===== src/t2c_map.svh =====
// Register addresses, bit positions, reset values and tick divisors of the timer block
`ifndef T2C_MAP_SVH
`define T2C_MAP_SVH

`define T2C_ADDR_CONTROL      8'hC8
`define T2C_ADDR_RELOAD_LOW   8'hCA
`define T2C_ADDR_RELOAD_HIGH  8'hCB
`define T2C_ADDR_COUNT_LOW    8'hCC
`define T2C_ADDR_COUNT_HIGH   8'hCD
`define T2C_PAGE_TIMER        8'h00

`define T2C_BIT_HIGH_FLAG     7
`define T2C_BIT_LOW_FLAG      6
`define T2C_BIT_LOW_IRQ_EN    5
`define T2C_BIT_CAPTURE_EN    4
`define T2C_BIT_SPLIT         3
`define T2C_BIT_RUN           2
`define T2C_BIT_UNUSED        1
`define T2C_BIT_EXT_CLOCK     0

`define T2C_CONTROL_RESET     8'h00
`define T2C_BYTE_RESET        8'h00
`define T2C_BYTE_MAX          8'hFF
`define T2C_BYTE_ZERO         8'h00

`define T2C_SYSTEM_CLOCK_SOURCE_DIVISOR    12
`define T2C_EXTCLK_DIVISOR    8

`endif


===== src/t2c_pkg.sv =====
// Types shared by the timer control block
package t2c_pkg;

   typedef enum logic
   {
      t2c_mode_sixteen,
      t2c_mode_split
   } t2c_mode_type;

   typedef enum logic [1:0]
   {
      t2c_src_system_clock_source,
      t2c_src_system_clock_source_div,
      t2c_src_external
   } t2c_source_type;

endpackage


===== src/t2c_timer.sv =====
// Timer two: control register, counter, reload, capture and interrupt request
`timescale 1ns/1ps
`include "t2c_map.svh"

// Notes on behaviour
// - High overflow flag sets when the upper count byte overflows from FF and reloads.
// - In sixteen-bit mode the high flag sets when the full count overflows from FFFF.
// - With timer interrupts enabled, a set high flag requests an interrupt.
// - Flags are never cleared by hardware; software clears them by writing.
// - Low overflow flag sets whenever the low byte wraps, in every mode.
// - Low-byte enable plus timer enable makes low overflows request interrupts.
// - With capture enabled in sixteen-bit mode, comparator rising edges copy the count into reload.
// - With timer interrupts enabled, each capture event requests an interrupt.
// - Bit 3 selects one sixteen-bit counter or two eight-bit counters.
// - Bit 2 runs the counter when one and halts it when zero.
// - In split mode run gates only the high byte; the low byte always counts.
// - Control bit 1 reads zero and ignores writes.
// - External select picks system clock over 12 or external oscillator over 8.
// - The external oscillator is synchronised before advancing the counter.
// - In split mode external select serves both bytes; per-byte selects override.
// - Control sits at 0xC8 on every page and is bit addressable.
// - Sixteen-bit overflow loads the reload pair into the counter.
// - In split mode each byte reloads from its own reload byte.
// - A per-byte system clock select of one ticks that byte every clock, except the high-byte select in sixteen-bit mode.
module t2c_timer
   import t2c_pkg::*;
(
   // Clock and reset
   input  wire logic        mclk,
   input  wire logic        reset,
   // Special function register byte access
   input  wire logic [7:0]  sfr_addr,
   input  wire logic [7:0]  sfr_page,
   input  wire logic        sfr_wr,
   input  wire logic        sfr_rd,
   input  wire logic [7:0]  sfr_wdata,
   output logic      [7:0]  sfr_rdata,
   // Special function register single-bit access
   input  wire logic [7:0]  bit_addr,
   input  wire logic        bit_wr,
   input  wire logic        bit_wdata,
   // Clock selects and interrupt enable held elsewhere in the core
   input  wire logic        high_byte_system_clock_source_select,
   input  wire logic        low_byte_system_clock_source_select,
   input  wire logic        timer_irq_enable,
   // Asynchronous sources
   input  wire logic        external_oscillator,
   input  wire logic        analog_comparator_output,
   // Interrupt request
   output logic             timer_irq
);

   // Control register and counter state
   logic        high_overflow_flag;
   logic        low_overflow_flag;
   logic        low_byte_irq_enable;
   logic        comparator_capture_enable;
   logic        split_mode_select;
   logic        run_control;
   logic        external_clock_select;
   logic [7:0]  count_low_byte;
   logic [7:0]  count_high_byte;
   logic [7:0]  reload_low_byte;
   logic [7:0]  reload_high_byte;

   // Synchronisers and tick generation
   logic [1:0]  osc_sync;
   logic        osc_last;
   logic [2:0]  osc_div;
   logic [1:0]  cmp_sync;
   logic        cmp_last;
   logic [3:0]  sys_div;
   logic        ext_tick;
   logic        div_tick;
   logic        osc_rise;
   logic        cmp_rise;

   // Mode and tick sources
   t2c_mode_type   mode;
   t2c_source_type low_source;
   t2c_source_type high_source;
   logic           low_tick;
   logic           high_tick;

   // Decoded accesses
   wire page_timer = (sfr_page == `T2C_PAGE_TIMER);
   wire ctl_byte_wr = sfr_wr && (sfr_addr == `T2C_ADDR_CONTROL);
   wire ctl_bit_wr = bit_wr && (bit_addr[7:3] == 5'(`T2C_ADDR_CONTROL >> 3));
   wire rll_wr = sfr_wr && page_timer && (sfr_addr == `T2C_ADDR_RELOAD_LOW);
   wire rlh_wr = sfr_wr && page_timer && (sfr_addr == `T2C_ADDR_RELOAD_HIGH);
   wire cnl_wr = sfr_wr && page_timer && (sfr_addr == `T2C_ADDR_COUNT_LOW);
   wire cnh_wr = sfr_wr && page_timer && (sfr_addr == `T2C_ADDR_COUNT_HIGH);

   // Control register view and write data, byte or single bit
   wire [7:0] control_value =
   {
      high_overflow_flag,
      low_overflow_flag,
      low_byte_irq_enable,
      comparator_capture_enable,
      split_mode_select,
      run_control,
      1'b0,
      external_clock_select
   };
   logic [7:0] bit_merge;
   always_comb
   begin
      bit_merge = control_value;
      bit_merge[bit_addr[2:0]] = bit_wdata;
   end
   wire       ctl_wr = ctl_byte_wr || ctl_bit_wr;
   wire [7:0] ctl_wdata = ctl_bit_wr ? bit_merge : sfr_wdata;

   // External oscillator: two flip-flops, rising edge, then divide by eight
   assign osc_rise = osc_sync[1] && !osc_last;
   assign ext_tick = osc_rise && (osc_div == 3'(`T2C_EXTCLK_DIVISOR - 1));
   assign div_tick = (sys_div == 4'(`T2C_SYSTEM_CLOCK_SOURCE_DIVISOR - 1));
   assign cmp_rise = cmp_sync[1] && !cmp_last;

   always_ff @(posedge mclk)
   begin
      if (reset)
      begin
         osc_sync <= 2'h0;
         osc_last <= 1'b0;
         osc_div  <= 3'h0;
         cmp_sync <= 2'h0;
         cmp_last <= 1'b0;
         sys_div  <= 4'h0;
      end
      else
      begin
         osc_sync <= {osc_sync[0], external_oscillator};
         osc_last <= osc_sync[1];
         cmp_sync <= {cmp_sync[0], analog_comparator_output};
         cmp_last <= cmp_sync[1];
         if (osc_rise)
            osc_div <= ext_tick ? 3'h0 : osc_div + 3'h1;
         sys_div <= div_tick ? 4'h0 : sys_div + 4'h1;
      end
   end

   // Tick source per byte
   assign mode = split_mode_select ? t2c_mode_split : t2c_mode_sixteen;
   assign low_source = low_byte_system_clock_source_select ? t2c_src_system_clock_source :
                       external_clock_select  ? t2c_src_external : t2c_src_system_clock_source_div;
   assign high_source = high_byte_system_clock_source_select ? t2c_src_system_clock_source :
                        external_clock_select   ? t2c_src_external : t2c_src_system_clock_source_div;

   function automatic logic source_tick(input t2c_source_type src,
                                        input logic ext,
                                        input logic div);
      logic t;
      t = 1'b0;
      case (src)
         t2c_src_system_clock_source:     t = 1'b1;
         t2c_src_system_clock_source_div: t = div;
         t2c_src_external:   t = ext;
         default:            t = 1'b0;
      endcase
      return t;
   endfunction

   assign low_tick = source_tick(low_source, ext_tick, div_tick);
   assign high_tick = source_tick(high_source, ext_tick, div_tick);

   // Counting: sixteen-bit mode uses the low byte's source for the whole count
   wire low_step = (mode == t2c_mode_split) ? low_tick
                                            : (run_control && low_tick);
   wire high_step = (mode == t2c_mode_split) ? (run_control && high_tick)
                                             : (low_step && count_low_byte == `T2C_BYTE_MAX);
   wire low_wrap = low_step && (count_low_byte == `T2C_BYTE_MAX);
   wire high_wrap = high_step && (count_high_byte == `T2C_BYTE_MAX);
   wire capture = comparator_capture_enable && (mode == t2c_mode_sixteen) && cmp_rise;

   logic [7:0] next_count_low;
   logic [7:0] next_count_high;
   always_comb
   begin
      next_count_low = count_low_byte;
      next_count_high = count_high_byte;
      if (mode == t2c_mode_split)
      begin
         if (low_wrap)
            next_count_low = reload_low_byte;
         else if (low_step)
            next_count_low = count_low_byte + 8'h01;
         if (high_wrap)
            next_count_high = reload_high_byte;
         else if (high_step)
            next_count_high = count_high_byte + 8'h01;
      end
      else if (high_wrap)
      begin
         next_count_low = reload_low_byte;
         next_count_high = reload_high_byte;
      end
      else if (low_step)
      begin
         next_count_low = count_low_byte + 8'h01;
         if (high_step)
            next_count_high = count_high_byte + 8'h01;
      end
      if (cnl_wr)
         next_count_low = sfr_wdata;
      if (cnh_wr)
         next_count_high = sfr_wdata;
   end

   // Flag update: a hardware set outranks any software write
   wire set_high = high_wrap || capture;
   wire next_high_flag = set_high ||
                         (ctl_wr ? ctl_wdata[`T2C_BIT_HIGH_FLAG] : high_overflow_flag);
   wire next_low_flag = low_wrap ||
                        (ctl_wr ? ctl_wdata[`T2C_BIT_LOW_FLAG] : low_overflow_flag);

   always_ff @(posedge mclk)
   begin
      if (reset)
      begin
         high_overflow_flag        <= 1'b0;
         low_overflow_flag         <= 1'b0;
         low_byte_irq_enable       <= 1'b0;
         comparator_capture_enable <= 1'b0;
         split_mode_select         <= 1'b0;
         run_control               <= 1'b0;
         external_clock_select     <= 1'b0;
      end
      else
      begin
         high_overflow_flag <= next_high_flag;
         low_overflow_flag  <= next_low_flag;
         if (ctl_wr)
         begin
            low_byte_irq_enable       <= ctl_wdata[`T2C_BIT_LOW_IRQ_EN];
            comparator_capture_enable <= ctl_wdata[`T2C_BIT_CAPTURE_EN];
            split_mode_select         <= ctl_wdata[`T2C_BIT_SPLIT];
            run_control               <= ctl_wdata[`T2C_BIT_RUN];
            external_clock_select     <= ctl_wdata[`T2C_BIT_EXT_CLOCK];
         end
      end
   end

   // Counter and reload bytes; a capture loads the reload pair from the count
   always_ff @(posedge mclk)
   begin
      if (reset)
      begin
         count_low_byte   <= `T2C_BYTE_RESET;
         count_high_byte  <= `T2C_BYTE_RESET;
         reload_low_byte  <= `T2C_BYTE_RESET;
         reload_high_byte <= `T2C_BYTE_RESET;
      end
      else
      begin
         count_low_byte  <= next_count_low;
         count_high_byte <= next_count_high;
         if (rll_wr)
            reload_low_byte <= sfr_wdata;
         else if (capture)
            reload_low_byte <= count_low_byte;
         if (rlh_wr)
            reload_high_byte <= sfr_wdata;
         else if (capture)
            reload_high_byte <= count_high_byte;
      end
   end

   // Read data, registered one clock after the read strobe
   wire [7:0] read_mux =
      (sfr_addr == `T2C_ADDR_CONTROL)                    ? control_value :
      (page_timer && sfr_addr == `T2C_ADDR_RELOAD_LOW)  ? reload_low_byte :
      (page_timer && sfr_addr == `T2C_ADDR_RELOAD_HIGH) ? reload_high_byte :
      (page_timer && sfr_addr == `T2C_ADDR_COUNT_LOW)   ? count_low_byte :
      (page_timer && sfr_addr == `T2C_ADDR_COUNT_HIGH)  ? count_high_byte :
                                                          `T2C_BYTE_ZERO;

   always_ff @(posedge mclk)
   begin
      if (reset)
         sfr_rdata <= `T2C_BYTE_ZERO;
      else if (sfr_rd)
         sfr_rdata <= read_mux;
   end

   // Interrupt request follows the high flag, and the low flag when low-byte enable is set, while timer interrupts are enabled
   assign timer_irq = timer_irq_enable &&
                      (high_overflow_flag ||
                       (low_byte_irq_enable && low_overflow_flag));

endmodule


===== config.mk =====
export PLATFORM = sky130hd
export DESIGN_NAME = t2c_timer
export DESIGN_NICKNAME = d
export VERILOG_FILES = /design/src/t2c_pkg.sv /design/src/t2c_timer.sv
export VERILOG_INCLUDE_DIRS = /design/src /design/src/src
export SDC_FILE = /design/constraint.sdc
export NUM_CORES = 1
export LEC_CHECK = 0
export BUFFER_PORTS_ARGS = -buffer_cell sky130_fd_sc_hd__buf_2
export CAP_MARGIN = 40
export CORE_MARGIN = 1.5
export CORE_UTILIZATION = 50
export CTS_CLUSTER_DIAMETER = 100
export DETAILED_ROUTE_END_ITERATION = 8
export PLACE_DENSITY = 0.74
export SETUP_SLACK_MARGIN = 0.1
export SYNTH_ARGS = -nofsm -noshare
export SYNTH_HDL_FRONTEND = slang
export SYNTH_SLANG_ARGS = --single-unit

===== constraint.sdc =====
create_clock -name mclk -period 2.17 [get_ports mclk]
set_clock_uncertainty 0.15 [all_clocks]
set_input_delay 0.1085 -clock mclk [delete_from_list [all_inputs] [get_ports mclk]]
set_output_delay 0.1085 -clock mclk [all_outputs]
set_load 0.02 [all_outputs]

Word level (Yosys, flattened, before mapping)
Cells that the tools add are included.
- bits of input ports: 43
- latch bits: 0
- memories kept: 0
- memory bits (read-only): 0
- output and inout port bits: 9
- word-level logic and storage cells: 111
- bits in registers: 60
- RAM bits: 0
- shift operators: 0
- reduce and logical (&&, ||, !) cells: 37
- bitwise gates (word level): 1
- add/subtract/negate cells: 4
- muxes and demuxes: 35
- divide/modulo/power cells: 0
- $mul: 0
- $lt $le $gt $ge: 2
- equality and inequality tests: 14
- operators with widths (kind ; count):
    $mux 8 ; 21
    $eq 8x8->1 const B ; 7
    $logic_and 1x1->1 ; 23
    $add 8x1->8 const B ; 2
    $bwmux 8 ; 1
    $logic_not 8->1 ; 1
    $mux 1 ; 6
    $mux 2 ; 3
    $pmux 1 s3 ; 2
    $eq 5x5->1 const B ; 1
    $logic_or 1x1->1 ; 5
    $add 4x1->4 const B ; 1
    $eq 2x1->1 const B ; 2
    $eq 2x2->1 const B ; 2
    $eq 4x4->1 const B ; 1
    $logic_not 2->1 ; 2
    $lt 3x4->1 const B ; 1
    $reduce_bool 2->1 ; 2
    $reduce_bool 4->1 ; 1
    $add 3x1->3 const B ; 1
    $demux 1 s3 ; 1
    $eq 3x3->1 const B ; 1
    $ge 3x1->1 const B ; 1
    $mux 3 ; 1
    other kinds (3) ; 4

Depth between registers and ports, before layout
- depth in word-level cells: 13
- mapped depth: 9
- gate-level depth less buffers: 8

Worst setup path before layout
Ideal clock, no wire load.
- path kind: reg2reg
- start: register osc_div[0]
- end: register count_high_byte[6]
- setup slack: -222 ps
- clock period less this slack: 2392 ps
- library setup time: 103 ps
- buffers on the path: 0
- cell stages (with the launch flop): 9
- data required time: 1917 ps
- data arrival time: 2138 ps
- cell sequence: dfxtp_1 ha_1 ha_1 and4b_1 or4b_4 and3_4 and2_1 and3b_1 a2111oi_2
- longest elaborated chain between the ends: 12
- elaborated cells between the ends (all ways): 17
- those cells by class: eq/ne: 1; mux: 10; reduce/logical: 6
- RTL lines (item ; line ; source):
    start, declared ; t2c_timer.sv:69 ; logic [2:0] osc_div;
    start signal, assigned ; t2c_timer.sv:139 ; osc_div <= ext_tick ? 3'h0 : osc_div + 3'h1;
    $eq 3x3->1 (*) ; t2c_timer.sv:117 ; assign ext_tick = osc_rise && (osc_div == 3'(`T2C_EXTCLK_DIVISOR - 1));
    $logic_and 1x1->1 (*) ; t2c_timer.sv:117 ;
    $pmux 1 s3 ; t2c_timer.sv:156 ; case (src)
    $logic_and 1x1->1 ; t2c_timer.sv:170 ; : (run_control && low_tick);
    $mux 1 ; t2c_timer.sv:169 ; wire low_step = (mode == t2c_mode_split) ? low_tick
    $logic_and 1x1->1 ; -- ;
    $mux 1 ; t2c_timer.sv:171 ; wire high_step = (mode == t2c_mode_split) ? (run_control && high_tick)
    $mux 8 (2 in a row) ; -- ;
    $mux 8 ; t2c_timer.sv:194 ; else if (high_wrap)
    $mux 8 ; t2c_timer.sv:183 ; if (mode == t2c_mode_split)
    $mux 8 ; t2c_timer.sv:207 ; if (cnh_wr)
    end signal, assigned ; t2c_timer.sv:251 ; count_high_byte <= `T2C_BYTE_RESET;
    end signal, assigned ; t2c_timer.sv:258 ; count_high_byte <= next_count_high;
    end, declared ; t2c_timer.sv:62 ; logic [7:0] count_high_byte;
Mark *: on every way between the ends. The rest lies on a longest branch, timed or not. The select of a mux whose other input is x is not followed.
A chain may end at the register's enable or synchronous reset.

Worst setup path after layout
- start: register osc_div[1]
- end: register count_high_byte[6]
The elaborated chain is that of the path after synthesis.

==> flow_summary.ini <==
[die]
core_area_mm2 = 0.00679
die_x_um = 87.0
die_area_mm2 = 0.00758
rows = 30
start_util_pct = 52.0
die_height_um = 87.0
io_pins = 52

[clock_tree]
cts_tree = built
clk_latency_ps = 350
cts_buffer_depth = 2
htreeDepth = 3
numCtsBuffers = 9
cts.sinks = 60
clkTransAtPathRegs_ps = 80
clockRootBuffer = clkbuf_8

[outcome]
status = complete, but fails checks
violations = negative setup slack

[placement]
io_buffers = 51
dp.cells = 597
finalWeightedCongestion = 0.952
dpl_cell_area_mm2 = 0.00424
preCtsSetupSlack_ps = -221
post-dp-hpwl_um = 8190

[synth]
synth_area_leaders = dfxtp_1 34%, mux2i_1 7.9%, nor2_1 5.1%, a211oi_1 4.5%, a21oi_1 4.4%
syn-num-nets = 471
syn_inst = 423
ys.flop_type = dfxtp_1
synth-edff-count = 0
synth_seq_cells = 60
synth_top_cell_by_area = dfxtp_1
synth_area_mm2 = 0.00353
async_reset_ff_share_pct = 0
ys_seq_area_share_pct = 34.0
synth_top_area_share_pct = 34.0
ys.warnings.count = 0
syn_area_per_cell_um2 = 8.35
synth_cell_types = 60

[pwr]
pwr-share-comb_pct = 8.0
p_switching_mw = 0.618
p_per_area_mw_per_mm2 = 517
fin_total_pwr_mw = 2.47
p_leak_nw = 1.85
max-vdd-ir-drop_mv = 0.399
p_sw_share_pct = 25.0
intPower_mw = 1.86
power.share.clock_pct = 46.5
pwr-share-seq_pct = 45.5

[worst_setup_path]
reg2reg_slack_ps = -190
rr_worst_depth = 8
cp_common_cell = ha_4
crit_cells = 8
crit_path_start_kind = flip-flop
slowest_delay_ps = 490
end_kind = flip-flop
crit_required_ps = 2260
cp_slowest_cell = or4b_4
cpLargestDelayFamily = simple AND/OR/NAND/NOR gates
worstPathMaxFanout = 3
worstSetupPathType = reg -> reg
crit_chain = ha_4, ha_4, and4b_2, or4b_4, and3_4, and2_4, and3b_1, a2111oi_2
reg2reg_to = count_high_byte[6]$_SDFFE_PP0P_
reg2reg_from = osc_div[1]$_SDFFE_PP0P_
cp_num_buf_inv = 0
cp.arrival_ps = 2450

[sta]
period_needed_ps = 2360
hold_viol = 0
slew_violations = 0
setup_slack_ps = -189
clock.fmax_mhz = 424
relSlewSlack_pct = 61.0
setup_viol = 18
rsz0062_at_grt = yes
tns_ps = -1710
holdWs_ps = 16.5
finalCritPeriodShare_pct = 109
worst_slew_pin_slew_ps = 585

[global_route]
grt_pass1_vias = 3491
grt_overflow = 0
globalRouteTotalUtil_pct = 30.9
grt_max_degree = 28
grt_pass1_wl_um = 17500
antenna_found_initial = 0

[finish]
antennaDiodeCount = 0
stdcell_count = 636
drive_gt1_share_pct = 33.3
utilization_pct = 70.4
postLayoutCellArea_mm2 = 0.00478
area_growth_pct = 35.5
nNetsFinal = 583

[run]
max-cap-violations = 0

[worst_hold_path]
whs_path_depth = 3
min_path_type = in -> reg
whs_endpoint = sfr_rdata[6]$_SDFFE_PP0P_
hp-start = sfr_rd

[detailed_routing]
dr.pass1.iters = 5
vias = 3766
wirelength_um = 11400
drc = 0
vias_per_cell = 5.92
drt-initial-drc-count = 288
antenna_violating_nets_post_route = 0
wire_per_inst_um = 17.9
synth_stat cells, types with 10 or more instances:
cell and count:
inv_1 11, mux2i_1 28, o21ai_0 13, nor2_1 48
nor2b_1 10, dfxtp_1 60, a21oi_1 31, clkbuf_1 16
nand4_1 11, nand3_1 15, a211oi_1 21, nand2_1 34
worst max path at each step:
stage	startpoint	end	slack, ps
after floorplan	osc_div[0]$_SDFFE_PP0P_	count_high_byte[6]$_SDFFE_PP0P_	-110
after global placement	osc_div[1]$_SDFFE_PP0P_	count_high_byte[6]$_SDFFE_PP0P_	-150
after detailed placement	osc_div[1]$_SDFFE_PP0P_	count_high_byte[6]$_SDFFE_PP0P_	-220
after CTS	osc_div[1]$_SDFFE_PP0P_	count_high_byte[6]$_SDFFE_PP0P_	-170
after global routing	osc_div[0]$_SDFFE_PP0P_	count_high_byte[6]$_SDFFE_PP0P_	-250
final	osc_div[1]$_SDFFE_PP0P_	count_high_byte[6]$_SDFFE_PP0P_	-190
registers in the layout, indices dropped and copies added (netlist names), 2 cells and up:
register          flops
cmp_sync              2
count_high_byte       8
count_low_byte        8
osc_div               3
osc_sync              2
reload_high_byte      8
reload_low_byte       8
sfr_rdata             8
sys_div               4
tightest hold or removal path: cells and delay by family:
kind                   cells  cell delay, ps
buffers and inverters      1             180
and+or+nand+nor            1             120
AOI/OAI and AO/OA          1              50
cell usage in the layout (no fill, tap or decap), drive strengths merged, types with 5 or more instances in the layout:
| cell | netlist | layout |
|---|---|---|
| o21ai | 13 | 13 |
| a211oi | 29 | 29 |
| nor4 | 6 | 6 |
| buf | 9 | 114 |
| or3 | 4 | 5 |
| nand4 | 11 | 11 |
| nor2b | 10 | 10 |
| nand2b | 5 | 5 |
| mux2i | 28 | 28 |
| nand2 | 34 | 34 |
| nor2 | 48 | 48 |
| inv | 11 | 13 |
| dfxtp | 60 | 60 |
| a31oi | 6 | 6 |
| nor3 | 9 | 9 |
| xnor2 | 5 | 5 |
| clkbuf | 16 | 9 |
| mux2 | 6 | 6 |
| nand3 | 15 | 15 |
| a21oi | 31 | 31 |
| dlygate4sd3 | 0 | 11 |
| and3 | 6 | 6 |
| ha | 5 | 5 |
| or4 | 5 | 5 |
cell type report:
class	instances	area (µm²)
Sequential cell	60	1200
Fill cell	532	2010
Multi-Input combinational cell	328	2310
Clock buffer	9	124
Clock inverter	7	98.8
Inverter	11	41.3
Tap cell	96	120
Timing Repair Buffer	125	890
power by group through the flow:
| stage | clock network, mW | registers (mW) | logic, mW |
|---|---|---|---|
| 6_report | 1.15 | 1.13 | 0.198 |
| 5_1_grt | 1.21 | 1.13 | 0.214 |
| 4_1_cts | 1.15 | 1.12 | 0.194 |
| 3_5_place_dp | 0 | 1.15 | 0.176 |
| 3_3_place_gp | 0 | 1.15 | 0.173 |
| 2_1_floorplan | 0 | 1.16 | 0.0767 |
cells by family after synthesis:
family          Yosys count  synth area share [%]
compound gates          105                  21.3
xor+xnor                  7                  1.74
simple gates            176                  26.5
mux                      34                  9.85
fa+ha+maj                 5                  1.77
flops                    60                  34.0
buf+inv                  36                  4.82
what timing repair did:
action,CTS,global route
endpoints found under the setup margin,16,18
hold buffers,11,0
buffers inserted,7,4
resized for setup,23,10
endpoints found under the hold margin,28,0
pin swaps,21,9
gates cloned,1,0
layer usage:
metal  track usage [%]  wire length, µm  up-vias
met3              6.82              913       30
met5                 0                0        -
met2              48.3             5250      186
li1                  -                -     1802
met4              14.1              365        0
met1              40.7             4860     1748
(Power assumes the default switching activity.)
